**src/verilog/jcp_pkg.sv**
```systemverilog
package jcp_pkg;

    // ********************************************************************
    // Register word indices and field positions.
    // ********************************************************************
    localparam logic       CHAR_PORT_IDX   = 1'b0;
    localparam logic       CTRL_IDX        = 1'b1;
    localparam int         DATA_LSB        = 0;
    localparam int         DATA_W          = 8;
    localparam int         RVALID_BIT      = 15;
    localparam int         COUNT_LSB       = 16;
    localparam int         COUNT_W         = 16;
    localparam int         RX_EN_BIT       = 0;
    localparam int         TX_EN_BIT       = 1;
    localparam int         RX_PEND_BIT     = 8;
    localparam int         TX_PEND_BIT     = 9;
    localparam int         POLL_SEEN_BIT   = 10;

    // ********************************************************************
    // Reset values and build-time defaults.
    // ********************************************************************
    localparam logic [31:0] RDATA_RESET    = 32'h0000_0000;
    localparam logic        EN_RESET       = 1'b0;
    localparam logic        POLL_RESET     = 1'b0;
    localparam int          RX_DEPTH_DEF   = 64;
    localparam int          TX_DEPTH_DEF   = 64;
    localparam int          RX_THRESH_DEF  = 8;
    localparam int          TX_THRESH_DEF  = 8;

endpackage

```
**src/verilog/jcp_fifo_if.sv**
```systemverilog
`timescale 1ns/100ps

// Carries one FIFO's fill side, drain side and fill level.
interface jcp_fifo_if #(
    parameter int DW = 8,
    parameter int LW = 7
);
    logic          push_valid;
    logic [DW-1:0] push_data;
    logic          push_ready;
    logic          pop_valid;
    logic [DW-1:0] pop_data;
    logic          pop_ready;
    logic [LW-1:0] level;

    modport fifo (
        input  push_valid,
        input  push_data,
        output push_ready,
        output pop_valid,
        output pop_data,
        input  pop_ready,
        output level
    );

    modport user (
        output push_valid,
        output push_data,
        input  push_ready,
        input  pop_valid,
        input  pop_data,
        output pop_ready,
        input  level
    );
endinterface

```
**src/verilog/jcp_fifo.sv**
```systemverilog
`timescale 1ns/100ps

// Synchronous FIFO; DEPTH must be a power of two so the pointers wrap freely.
module jcp_fifo #(
    parameter int DW    = 8,
    parameter int DEPTH = 64
) (
    input  wire logic i_clock,
    input  wire logic i_rst_n,
    jcp_fifo_if.fifo  f
);
    localparam int AW = $clog2(DEPTH);
    localparam int LW = AW + 1;

    logic [DW-1:0] mem [DEPTH];
    logic [AW-1:0] wr_ptr;
    logic [AW-1:0] rd_ptr;
    logic [LW-1:0] count;
    logic [LW-1:0] next_count;
    logic          ready_r;
    logic          valid_r;
    logic          push;
    logic          pop;

    // A push into a full FIFO is ignored here, which is how a full write side drops data.
    assign push       = f.push_valid && ready_r;
    assign pop        = f.pop_ready && valid_r;
    assign next_count = count + LW'(push) - LW'(pop);

    // Storage has no reset; pop_data shows mem[rd_ptr] even when the FIFO is empty.
    always_ff @(posedge i_clock)
    begin
        if (push)
        begin
            mem[wr_ptr] <= f.push_data;
        end
    end

    // Pointers, level and the registered full and empty flags.
    always_ff @(posedge i_clock or negedge i_rst_n)
    begin
        if (!i_rst_n)
        begin
            wr_ptr  <= '0;
            rd_ptr  <= '0;
            count   <= '0;
            ready_r <= 1'b0;
            valid_r <= 1'b0;
        end
        else
        begin
            if (push)
            begin
                wr_ptr <= wr_ptr + AW'(1);
            end
            if (pop)
            begin
                rd_ptr <= rd_ptr + AW'(1);
            end
            count   <= next_count;
            ready_r <= (next_count != LW'(DEPTH));
            valid_r <= (next_count != '0);
        end
    end

    assign f.push_ready = ready_r;
    assign f.pop_valid  = valid_r;
    assign f.pop_data   = mem[rd_ptr];
    assign f.level      = count;
endmodule

```
**src/verilog/jcp_regs.sv**
```systemverilog
// Overview of operation
// - Two 32-bit registers, word offsets zero and one.
// - Character read returns oldest byte and pops it.
// - Bit 15 marks returned character as valid.
// - Bits 31:16 report read FIFO level after read.
// - Character write pushes byte; full drops silently.
// - Bits 0 and 1 are interrupt enables.
// - Bits 8 and 9 show enabled interrupt conditions.
// - Bit 10 sets on host poll, stays set.
// - Writing one clears bit 10; zero keeps it.
// - Control bits 31:16 report write FIFO free space.
// - Control writes touch only enables and poll clear.
// - Interrupt output follows any enabled pending condition.
// - Write condition while write level at or below threshold.
// - Read condition while free entries at or below threshold.
// - Read condition also when data held, host idle.
`timescale 1ns/100ps

module jcp_regs #(
    parameter int RX_DEPTH  = jcp_pkg::RX_DEPTH_DEF,
    parameter int TX_DEPTH  = jcp_pkg::TX_DEPTH_DEF,
    parameter int RX_THRESH = jcp_pkg::RX_THRESH_DEF,
    parameter int TX_THRESH = jcp_pkg::TX_THRESH_DEF
) (
    input  wire logic        i_clock,
    input  wire logic        i_nrst,
    input  wire logic        i_addr,
    input  wire logic        i_read,
    input  wire logic        i_write,
    input  wire logic [31:0] i_wdata,
    output logic      [31:0] o_rdata,
    output logic             o_rdata_valid,
    output logic             o_irq,
    input  wire logic        i_host_rx_valid,
    input  wire logic [7:0]  i_host_rx_data,
    output logic             o_host_rx_ready,
    output logic             o_host_tx_valid,
    output logic      [7:0]  o_host_tx_data,
    input  wire logic        i_host_tx_ready,
    input  wire logic        i_host_poll,
    input  wire logic        i_host_rx_idle
);
    localparam int RLW = $clog2(RX_DEPTH) + 1;
    localparam int TLW = $clog2(TX_DEPTH) + 1;

    // ********************************************************************
    // Reset release and FIFOs.
    // ********************************************************************
    logic rst_meta;
    logic rst_n;

    // Release is synchronised so no flop leaves reset on a partial edge.
    always_ff @(posedge i_clock or negedge i_nrst)
    begin
        if (!i_nrst)
        begin
            rst_meta <= 1'b0;
            rst_n    <= 1'b0;
        end
        else
        begin
            rst_meta <= 1'b1;
            rst_n    <= rst_meta;
        end
    end

    jcp_fifo_if #(.DW(8), .LW(RLW)) rx_if ();
    jcp_fifo_if #(.DW(8), .LW(TLW)) tx_if ();

    jcp_fifo #(.DW(8), .DEPTH(RX_DEPTH)) u_rx_fifo (
        .i_clock (i_clock),
        .i_rst_n (rst_n),
        .f       (rx_if.fifo)
    );

    jcp_fifo #(.DW(8), .DEPTH(TX_DEPTH)) u_tx_fifo (
        .i_clock (i_clock),
        .i_rst_n (rst_n),
        .f       (tx_if.fifo)
    );

    // Word decode used by both read and write paths.
    function automatic logic hit(input logic addr, input logic idx);
        hit = (addr == idx);
    endfunction

    logic rd_char;
    logic wr_char;
    logic rd_ctrl;
    logic wr_ctrl;

    assign rd_char = i_read && hit(i_addr, jcp_pkg::CHAR_PORT_IDX);
    assign rd_ctrl = i_read && hit(i_addr, jcp_pkg::CTRL_IDX);
    assign wr_char = i_write && hit(i_addr, jcp_pkg::CHAR_PORT_IDX);
    assign wr_ctrl = i_write && hit(i_addr, jcp_pkg::CTRL_IDX);

    // Host side fills the read FIFO and drains the write FIFO.
    assign rx_if.push_valid = i_host_rx_valid;
    assign rx_if.push_data  = i_host_rx_data;
    assign tx_if.pop_ready  = i_host_tx_ready;
    assign o_host_rx_ready  = rx_if.push_ready;
    assign o_host_tx_valid  = tx_if.pop_valid;
    assign o_host_tx_data   = tx_if.pop_data;

    // Bus side pops on a character read and pushes on a character write.
    assign rx_if.pop_ready  = rd_char;
    assign tx_if.push_valid = wr_char;
    assign tx_if.push_data  = i_wdata[jcp_pkg::DATA_LSB +: jcp_pkg::DATA_W];

    // ********************************************************************
    // Control state and interrupt conditions.
    // ********************************************************************
    logic           rx_en;
    logic           tx_en;
    logic           poll_seen;
    logic           rx_cond;
    logic           tx_cond;
    logic           rx_pend;
    logic           tx_pend;
    logic [RLW-1:0] rx_free;
    logic [TLW-1:0] tx_free;

    assign rx_free = RLW'(RX_DEPTH) - rx_if.level;
    assign tx_free = TLW'(TX_DEPTH) - tx_if.level;
    assign tx_cond = (tx_if.level <= TLW'(TX_THRESH));
    assign rx_cond = (rx_free <= RLW'(RX_THRESH))
                  || (rx_if.pop_valid && i_host_rx_idle);
    assign rx_pend = rx_cond && rx_en;
    assign tx_pend = tx_cond && tx_en;

    // Only the enables store written values; bit 10 is cleared by writing one, other status fields ignore writes.
    always_ff @(posedge i_clock or negedge rst_n)
    begin
        if (!rst_n)
        begin
            rx_en <= jcp_pkg::EN_RESET;
            tx_en <= jcp_pkg::EN_RESET;
        end
        else if (wr_ctrl)
        begin
            rx_en <= i_wdata[jcp_pkg::RX_EN_BIT];
            tx_en <= i_wdata[jcp_pkg::TX_EN_BIT];
        end
    end

    // A poll in the same cycle as a clear wins, so no host activity is missed.
    always_ff @(posedge i_clock or negedge rst_n)
    begin
        if (!rst_n)
        begin
            poll_seen <= jcp_pkg::POLL_RESET;
        end
        else if (i_host_poll)
        begin
            poll_seen <= 1'b1;
        end
        else if (wr_ctrl && i_wdata[jcp_pkg::POLL_SEEN_BIT])
        begin
            poll_seen <= 1'b0;
        end
    end

    // Interrupt output is registered, so it trails its cause by one cycle.
    always_ff @(posedge i_clock or negedge rst_n)
    begin
        if (!rst_n)
        begin
            o_irq <= 1'b0;
        end
        else
        begin
            o_irq <= rx_pend || tx_pend;
        end
    end

    // ********************************************************************
    // Read data path.
    // ********************************************************************
    logic [31:0] next_rdata;

    // Reserved bits read as zero; level is counted after this read's pop.
    always_comb
    begin
        next_rdata = '0;
        if (rd_char)
        begin
            next_rdata[jcp_pkg::DATA_LSB +: jcp_pkg::DATA_W] = rx_if.pop_data;
            next_rdata[jcp_pkg::RVALID_BIT] = rx_if.pop_valid;
            next_rdata[jcp_pkg::COUNT_LSB +: jcp_pkg::COUNT_W] =
                jcp_pkg::COUNT_W'(rx_if.level - RLW'(rx_if.pop_valid));
        end
        else if (rd_ctrl)
        begin
            next_rdata[jcp_pkg::RX_EN_BIT]     = rx_en;
            next_rdata[jcp_pkg::TX_EN_BIT]     = tx_en;
            next_rdata[jcp_pkg::RX_PEND_BIT]   = rx_pend;
            next_rdata[jcp_pkg::TX_PEND_BIT]   = tx_pend;
            next_rdata[jcp_pkg::POLL_SEEN_BIT] = poll_seen;
            next_rdata[jcp_pkg::COUNT_LSB +: jcp_pkg::COUNT_W] =
                jcp_pkg::COUNT_W'(tx_free);
        end
    end

    // Answer one cycle after the read strobe; data holds until the next read.
    always_ff @(posedge i_clock or negedge rst_n)
    begin
        if (!rst_n)
        begin
            o_rdata       <= jcp_pkg::RDATA_RESET;
            o_rdata_valid <= 1'b0;
        end
        else
        begin
            o_rdata_valid <= i_read;
            if (i_read)
            begin
                o_rdata <= next_rdata;
            end
        end
    end
endmodule

```
**config.mk**
```make
export PLATFORM = sky130hd
export DESIGN_NAME = jcp_regs
export DESIGN_NICKNAME = d
export VERILOG_FILES = /design/src/verilog/jcp_pkg.sv /design/src/verilog/jcp_fifo_if.sv /design/src/verilog/jcp_fifo.sv /design/src/verilog/jcp_regs.sv
export SDC_FILE = /design/constraint.sdc
export NUM_CORES = 1
export LEC_CHECK = 0
export BUFFER_PORTS_ARGS = -buffer_cell sky130_fd_sc_hd__buf_2
export CORE_ASPECT_RATIO = 1.1
export CORE_UTILIZATION = 45
export DETAILED_ROUTE_END_ITERATION = 8
export MAX_ROUTING_LAYER = met4
export PLACE_DENSITY = 0.68
export SYNTH_ARGS = -nofsm -noshare
export SYNTH_HDL_FRONTEND = slang
export SYNTH_SLANG_ARGS = --single-unit
export TNS_END_PERCENT = 1
```
**constraint.sdc**
```tcl
create_clock -name i_clock -period 3.08 [get_ports i_clock]
set_input_delay 0.462 -clock i_clock [delete_from_list [all_inputs] [get_ports i_clock]]
set_output_delay 0.462 -clock i_clock [all_outputs]
set_load 0.01 [all_outputs]
```
==> results.txt, run 1 <==
For this design, the sink count on the clock tree is 1093. The synthesized netlist contains 63 unique library cells. The worst vdd rail ir drop is 599 uV. Global routing used 2.97% of the available met3 tracks. The peak-usage layer in the global routing report is met2.

Setup slack on the worst reg-to-reg path comes out at 0.17 ns. The net count of the finished layout came out at 2645. The number of warnings reported in the yosys synthesis log came out at 0. The setup slack at placement is -0.0674 ns. The minimum hold slack came out at 0.108 ns.

The area occupied by multi-input gates came out at 0.0105 mm2. Traced cell by cell, the critical path runs through buf_12 > buf_12 > mux4_2 > mux4_2 > a22oi_1 > buf_4 > nand3_4 > buf_6. The overall die width came out at 299 um. The leakage power figure came out at 17.1 nW.

The worst setup skew after layout is 0.0299 ns. The number of maximum-capacitance violations came out at 0. The achievable frequency came out at 282 MHz. Along the worst hold path, the cell count comes to 3. The layout overhead on the synthesized area is 15.5%. The aggregate global routing overflow came out at 0. The endpoint identified for the worst register-to-register timing path is u_rx_fifo.f.pop_valid.

The largest individual stage delay along the critical path comes from the cell mux4_2. The part of the cycle the worst path needs is 115%. For this run, the slowest stage of the critical path takes 0.53 ns. The library cell used most frequently in the layout, excluding fill and tap cells, is edfxtp_1. Row generation in the floorplan step produced 119 rows. For this run, design rule violations remaining after detail routing come to 0. During I/O placement, the number of pins put on the boundary was 93. The clock-pin slew on the worst setup and hold paths is 0.06 ns. The startpoint identified for the worst register-to-register timing path is u_rx_fifo.f.pop_valid.

The effective utilization at floorplan is 45.6%. The via count of the first global-routing pass is 23100. The buffer levels on the longest clock path came out at 3. The headroom to the max-slew limit is 17.0%. The count of pins over their slew limit was 0. The HPWL after detailed placement is 61700 um.

The startpoint identified for the worst hold timing path is i_wdata[10]. The number of flops mapped to enable cells by yosys came out at 1024. For hold timing, the worst endpoint is poll_seen. The final reports fail on negative setup slack. The maximum number of pins on one net before global-route repair is 68. The routed layout has 22200 vias. STA classifies the critical path startpoint as a register. The number of antenna violations at the first check in global routing is 1. The final hold violation count came out at 0. The met2 track utilization from global routing came out at 33.6%. Of the post-synthesis cell area, the dominant cell type holds 70.2%. The logic depth of the worst register-to-register path came out at 8. The share of post-route cells with drive strength above 1 is 27.2%.

The maximum level of the CTS H-tree came out at 3. In this run, CTS created clock tree buffers numbering 106. The routed wire length is 96200 um. The met1 usage in global routing is 25.6%. The type of the worst min-delay path is input pin to register. The height of the die came out at 329 um. Of all flip-flops after synthesis, the portion carrying an async set or reset was 6.31%. The via density per instance came out at 5.67. The first-pass GRT wire length came out at 145000 um. Dividing total power by cell area gives a power density of 884 mW/mm2. The average wire length per cell after detail routing came out at 24.5 um. The number of I/O port buffers came out at 65. The setup slack after layout is -0.471 ns.

Summing every instance area after synthesis gives 0.0438 mm2. The transition time at the pin with the least slew margin came out at 1.24 ns. The number of filler instances in the final layout is 7424. The cell count after synthesis came out at 2290. The worst setup path is of the register to output pin kind. Sorting the synthesized cells by area gives the leading types as edfxtp_1 70%, mux4_2 11%, dfrtp_1 3.9%. The largest fanout on the critical path is 10. Setup repair after global routing could not meet its margin everywhere. Across every metal layer, demand over resource in global routing totals 20.4%. The post-detailed-route count of antenna-violating nets is 0.

The final instance count without filler cells is 3919. The overall power consumption came out at 44.7 mW. The most used flip-flop cell after synthesis is edfxtp_1.

The mean cell area of the mapped netlist is 19.1 um2. STA classifies the critical path endpoint as an output pin. The total area of sequential cells came out at 0.0325 mm2. The final setup violation count is 8. The synthesized design contains 1093 register bits. Of the synthesized area, sequential elements account for 74.2%. The run finished, with violations left. The first-pass iteration count of the detailed router came out at 6. Routability-driven placement finished with a final weighted congestion of 0.835.

The critical path arrival is 3.09 ns. The floorplan step defined a die boundary enclosing 0.0986 mm2. The detailed router finished its first iteration with 1982 violations.

TritonCTS built the clock tree. The cell accounting for the most synthesized area is edfxtp_1. The required time of the critical path came out at 2.62 ns.

The library cells used most frequently in the layout, excluding fill and tap cells, are 1024 x edfxtp_1, 210 x mux4_2, 200 x buf_4, 148 x nor2_1, 146 x mux2i_1. Clock latency on the worst-skew pair, taken at its later pin, is 0.68 ns. The post-route minimum period came out at 3.55 ns. CTS placed an instance of clkbuf_16 at the clock tree root. The core box area is 0.0960 mm2. The cell count after placement is 3711. The number of buffers and inverters on the critical path is 4.

The gate family responsible for the most delay along the worst path is multiplexers.
[tightest hold or removal path, delay by kind of cell]
| family | cells | cell delay, ns |
|---|---|---|
| and+or+nand+nor | 1 | 0.07 |
| buffers and inverters | 1 | 0.10 |
| AOI/OAI and AO/OA | 1 | 0.11 |
[where the power goes]
group / internal, mW / switching (mW) / total, mW / leakage [nW]
registers: 17.0 / 0.863 / 17.9 / 10.0
clock network: 7.69 / 5.37 / 13.1 / 1.73
logic: 6.33 / 7.46 / 13.8 / 5.35
[routing by layer]
layer | part of all wire, % | wire length [um] | vias to the layer above
met5 | 0 | 0 | -
met4 | 4.0 | 3840 | 0
met3 | 5.8 | 5580 | 213
met2 | 51 | 48700 | 796
met1 | 40 | 38100 | 11500
li1 | - | - | 9739
[sequential cells by signal (all words and copies together), names as in the netlist, 6 cells and up]
signal / count
o_rdata: 20
u_rx_fifo.f.level: 7
u_rx_fifo.mem: 512
u_rx_fifo.rd_ptr: 6
u_rx_fifo.wr_ptr: 6
u_tx_fifo.f.level: 7
u_tx_fifo.mem: 512
u_tx_fifo.rd_ptr: 6
u_tx_fifo.wr_ptr: 6
[layout make-up]
type                            count  share of cell area, %
Sequential cell                  1093                   64.2
Multi-Input combinational cell   1024                   20.7
Clock buffer                      137                   5.78
Timing Repair Buffer              292                   4.65
Tap cell                         1270                   3.14
Clock inverter                     62                   1.23
Inverter                           40                  0.302
Antenna cell                        1                0.00495
[synthesized netlist by cell type (11+ instances only)]
cell      count
edfxtp_1   1024
mux4_2      210
nor2_1      150
mux2i_1     147
dfrtp_1      69
nand2_1      66
clkbuf_1     53
o21ai_0      50
a21oi_1      43
inv_1        39
nand3_1      39
ha_1         37
xnor2_1      28
buf_2        27
a22oi_1      26
a211oi_1     22
mux2_2       22
nor2b_1      22
buf_4        21
buf_6        17
o221ai_1     16
o22ai_1      15
buf_1        12
and3_1       11
o211ai_1     11
[how the worst max path moves through the flow]
stage / from / end / slack [ns] / cells past startpoint
global placement: i_addr / u_rx_fifo.f.pop_valid / -0.01 / 10
CTS: u_tx_fifo.rd_ptr[0] / o_host_tx_data[0] / -0.51 / 8
global route: u_tx_fifo.rd_ptr[0] / o_host_tx_data[6] / -0.59 / 11
floorplan: i_read / u_rx_fifo.f.pop_valid / 0.007 / 12
finish: u_tx_fifo.rd_ptr[0] / o_host_tx_data[0] / -0.47 / 8
detailed placement: i_addr / u_rx_fifo.f.pop_valid / -0.07 / 10
[cell families (layout without fill, tap and decap cells)]
kind of cell / Yosys count / in the layout / synth area share, %
compound gates: 227 / 227 / 3.47
xor+xnor: 38 / 38 / 0.760
fa+ha+maj: 39 / 39 / 1.15
buf+inv: 176 / 531 / 2.21
flops: 1093 / 1093 / 74.2
mux: 379 / 379 / 14.7
other cells: 2 / 6 / 0.0171
simple gates: 336 / 336 / 3.51
[timing repair]
action	in CTS	in global routing
gates resized for setup	17	8
pin swaps	1	2
hold endpoints to repair	3	0
setup buffers	4	1
gates cloned	0	1
hold buffers	2	0
endpoints found under the setup margin	8	9
[per-stage QoR]
step                      cell area, um2  utilization (%)  TNS, ns
after floorplan                    43800                -        0
after global placement             46800             48.8  -0.0146
after detailed placement           46800             48.8  -0.0674
after CTS                          50500             52.6    -3.79
after global routing               50600             52.7    -4.37
final                              50600             52.7    -3.46
Note: power is estimated with default switching activity, not from simulation.
==> inputs of run 2 (changes only) <==
CORE_UTILIZATION = 32   (was 45)
PLACE_DENSITY = 0.54   (was 0.68)
==> run 2 against run 1 <==
Net effect:
- clock power rose by 8%
- count of clock-buffer cells in the layout rose by 12
- power rose by 4.5%
- worst setup slack got worse by 0.10 ns
- the flow still finishes with violations (negative setup slack)
- utilization fell by 14 points
- critical path depth did not move
- fmax fell by 2.8%
- global-route usage fell by 4.9 points
- clock skew rose by 0.0054 ns
- worst hold slack got worse by 0.018 ns
- flip-flop and latch count did not move
- register-to-register slack improved by 0.06 ns
==> results.txt, run 2 (synthesized netlist as in run 1, its figures left out) <==
The core box area came out at 0.136 mm2 (+42%). The final hold violation count came out at 0 (unchanged). The headroom to the max-slew limit was 32.4% (+15 points). Leaving out fill and tap cells, the most frequent cells in the layout are 1024 x edfxtp_1, 238 x buf_4, 210 x mux4_2, 147 x nor2_1, 146 x mux2i_1. The global placer's final weighted congestion was 0.823 (-1.4%). The count of pins over their slew limit came out at 0 (unchanged).

The number of antenna violations at the first check in global routing is 0 (-1). The share of post-route cells with drive strength above 1 is 28.9% (+1.8 points). The DRC marker count from the first detailed-route iteration came to 1827 (-7.8%). The worst vdd rail ir drop came to 677 uV (+13%). The setup slack after layout came out at -0.571 ns (-0.101 ns). The setup slack at placement is -0.143 ns (-0.0761 ns). The final routed DRC violation total came out at 0 (unchanged).

The critical path class is register to output pin. The total number of vias came out at 22200 (+0.10%). The aggregate global routing overflow came out at 0 (unchanged). The post-detailed-route count of antenna-violating nets is 0 (unchanged). The number of buffers and inverters on the critical path came out at 4 (unchanged).

The signal on the critical path passes through buf_12 > buf_4 > buf_4 > mux4_2 > mux4_2 > a22oi_2 > nand3_2 > buf_2. The required time of the critical path came out at 2.62 ns (about the same). The via count of the first global-routing pass was 23500 (+1.6%). The net count of the finished layout is 2701 (+2.1%). The slowest cell on the critical path is dfrtp_4.

The clock-pin slew on the worst setup and hold paths came out at 0.07 ns (about the same). The number of standard-cell rows in the floorplan is 142 (+19%). The critical path starts at u_tx_fifo.rd_ptr[0]. The minimum hold slack is 0.0904 ns (-0.0178 ns). The via density per instance is 4.93 (-13%). The tree is rooted in a clkbuf_16. The clock sink count came to 1093 (unchanged).

The run finished, with violations left. The largest fanout on the critical path is 8 (-2). The worst setup skew after layout is 0.0353 ns (+0.00535 ns). The worst setup path is captured at an output pin. The most common cell after layout, fill and taps aside is edfxtp_1. The part of the cycle the worst path needs is 119% (+3.3 points). The leakage power figure came to 17.6 nW (+2.6%). The effective utilization at floorplan came out at 32.2% (-13 points).

The number of I/O port buffers came to 65 (unchanged). The post-placement cell area was 0.0477 mm2 (+1.8%). The maximum number of pins on one net before global-route repair is 68 (unchanged).

The launching point of the worst reg2reg path is u_rx_fifo.rd_ptr[1]. The maximum level of the CTS H-tree is 3 (unchanged). Setup repair after global routing could not meet its margin everywhere. The number of top-level design ports is 93 (unchanged).

The gate family responsible for the most delay along the worst path is multiplexers. The final setup violation count came out at 8 (unchanged). The type of the worst min-delay path is input pin to register. The largest registers in the layout are u_rx_fifo.mem (512), u_tx_fifo.mem (512), o_rdata (20). The achievable frequency is 274 MHz (-2.8%). The power per cell area came to 897 mW/mm2 (+1.4%). The overall power consumption is 46.8 mW (+4.5%). The number of diodes added for antenna fixing came out at 0 (-1).

The first-pass iteration count of the detailed router came out at 7 (+1). The worst setup path is launched from a register. The later-pin clock latency in the skew report was 0.72 ns (+0.04 ns). The estimated wirelength of the detail-placed design was 66800 um (+8.3%). The buffer levels on the longest clock path is 3 (unchanged). The launch point of the worst hold path is i_host_tx_ready. The die footprint was 0.138 mm2 (+40%).

The checks that failed: negative setup slack. The critical path arrival came to 3.19 ns (+0.10 ns). The routed wire length is 104000 um (+7.9%).

The finished layout cell area is 0.0521 mm2 (+3.1%). The first-pass GRT wire length is 154000 um (+6.5%). The global-route total usage across every layer was 15.5% (-4.9 points).

The layout overhead on the synthesized area came out at 19.1%. The largest incremental delay on the critical path is 0.51 ns (-0.02 ns). The number of maximum-capacitance violations is 0 (unchanged). The final standard cell utilization of the core was 38.4% (-14 points). The height of the die is 390 um (+18%). The average wire length per cell after detail routing came out at 23.0 um (-6.2%). TritonCTS built the clock tree.

The post-route minimum period came out at 3.65 ns (+0.101 ns). The CTS buffer count came out at 115 (+8.5%). The overall die width is 355 um (+18%). The transition time at the pin with the least slew margin is 1.01 ns (-0.231 ns).
run 2: changes by cell type in the layout (fill, tap and decap cells not counted), sizes merged:
| cell | change |
|---|---|
| dlygate4sd3 | +2 |
| diode | -1 |
| clkinv | -5 |
| inv | +2 |
| bufbuf | +2 |
| buf | +44 |
| clkinvlp | -1 |
| clkbuf | +11 |
| bufinv | +6 |
run 2: cell type report:
type | count | area (um2)
Fill cell | 12300 | 83800
Timing Repair Buffer | 339 | 2800
Multi-Input combinational cell | 1024 | 10500
Clock inverter | 64 | 803
Inverter | 40 | 153
Tap cell | 1800 | 2250
Clock buffer | 149 | 3100
Sequential cell | 1093 | 32500
run 2: timing repair:
action | 4_1_cts | 5_1_grt
hold endpoints to repair | 3 | 0
setup endpoints to repair | 8 | 8
setup buffers | 7 | 17
gates resized for setup | 24 | 26
cloned | 3 | 0
hold buffers | 4 | 0
pin swaps | 6 | 9
run 2: per-stage QoR:
stage	TNS, ns	cells
4_1_cts	-4.69	4493
6_report	-4.16	4509
3_5_place_dp	-0.174	4266
3_3_place_gp	-0.161	4266
2_1_floorplan	0	2293
5_1_grt	-5.13	4509
run 2: worst min-delay path, cell delays in order:
cell and delay, ns:
buf_2 0.10, nand2_1 0.14, xnor2_1 0.08
run 2: final timing paths:
check                           cells past startpoint  slack, ns                     to
worst max-delay path                                8      -0.57      o_host_tx_data[5]
worst max register to register                      7       0.23             o_rdata[4]
worst min-delay path                                3       0.09    u_tx_fifo.rd_ptr[0]
max in group asynchronous                           0       1.79    u_rx_fifo.rd_ptr[0]
min in group asynchronous                           0       0.50  u_tx_fifo.f.pop_valid
worst min register to register                      0       0.34                  rst_n
run 2: per-layer routing:
metal,GRT usage (%),share of wire (%),vias to the layer above,routed length (um)
met5,-,0,-,0
met4,4.34,2.6,0,2650
met3,2.57,4.7,160,4850
met2,26.3,52,528,53500
met1,19.0,41,11700,42800
li1,-,-,9854,-
run 2: where the power goes:
part	internal, mW	leakage [nW]	switching, mW	total (mW)
sequential	17.0	10.0	0.939	18.0
clock	8.57	1.89	5.66	14.2
combinational	6.83	5.64	7.74	14.6
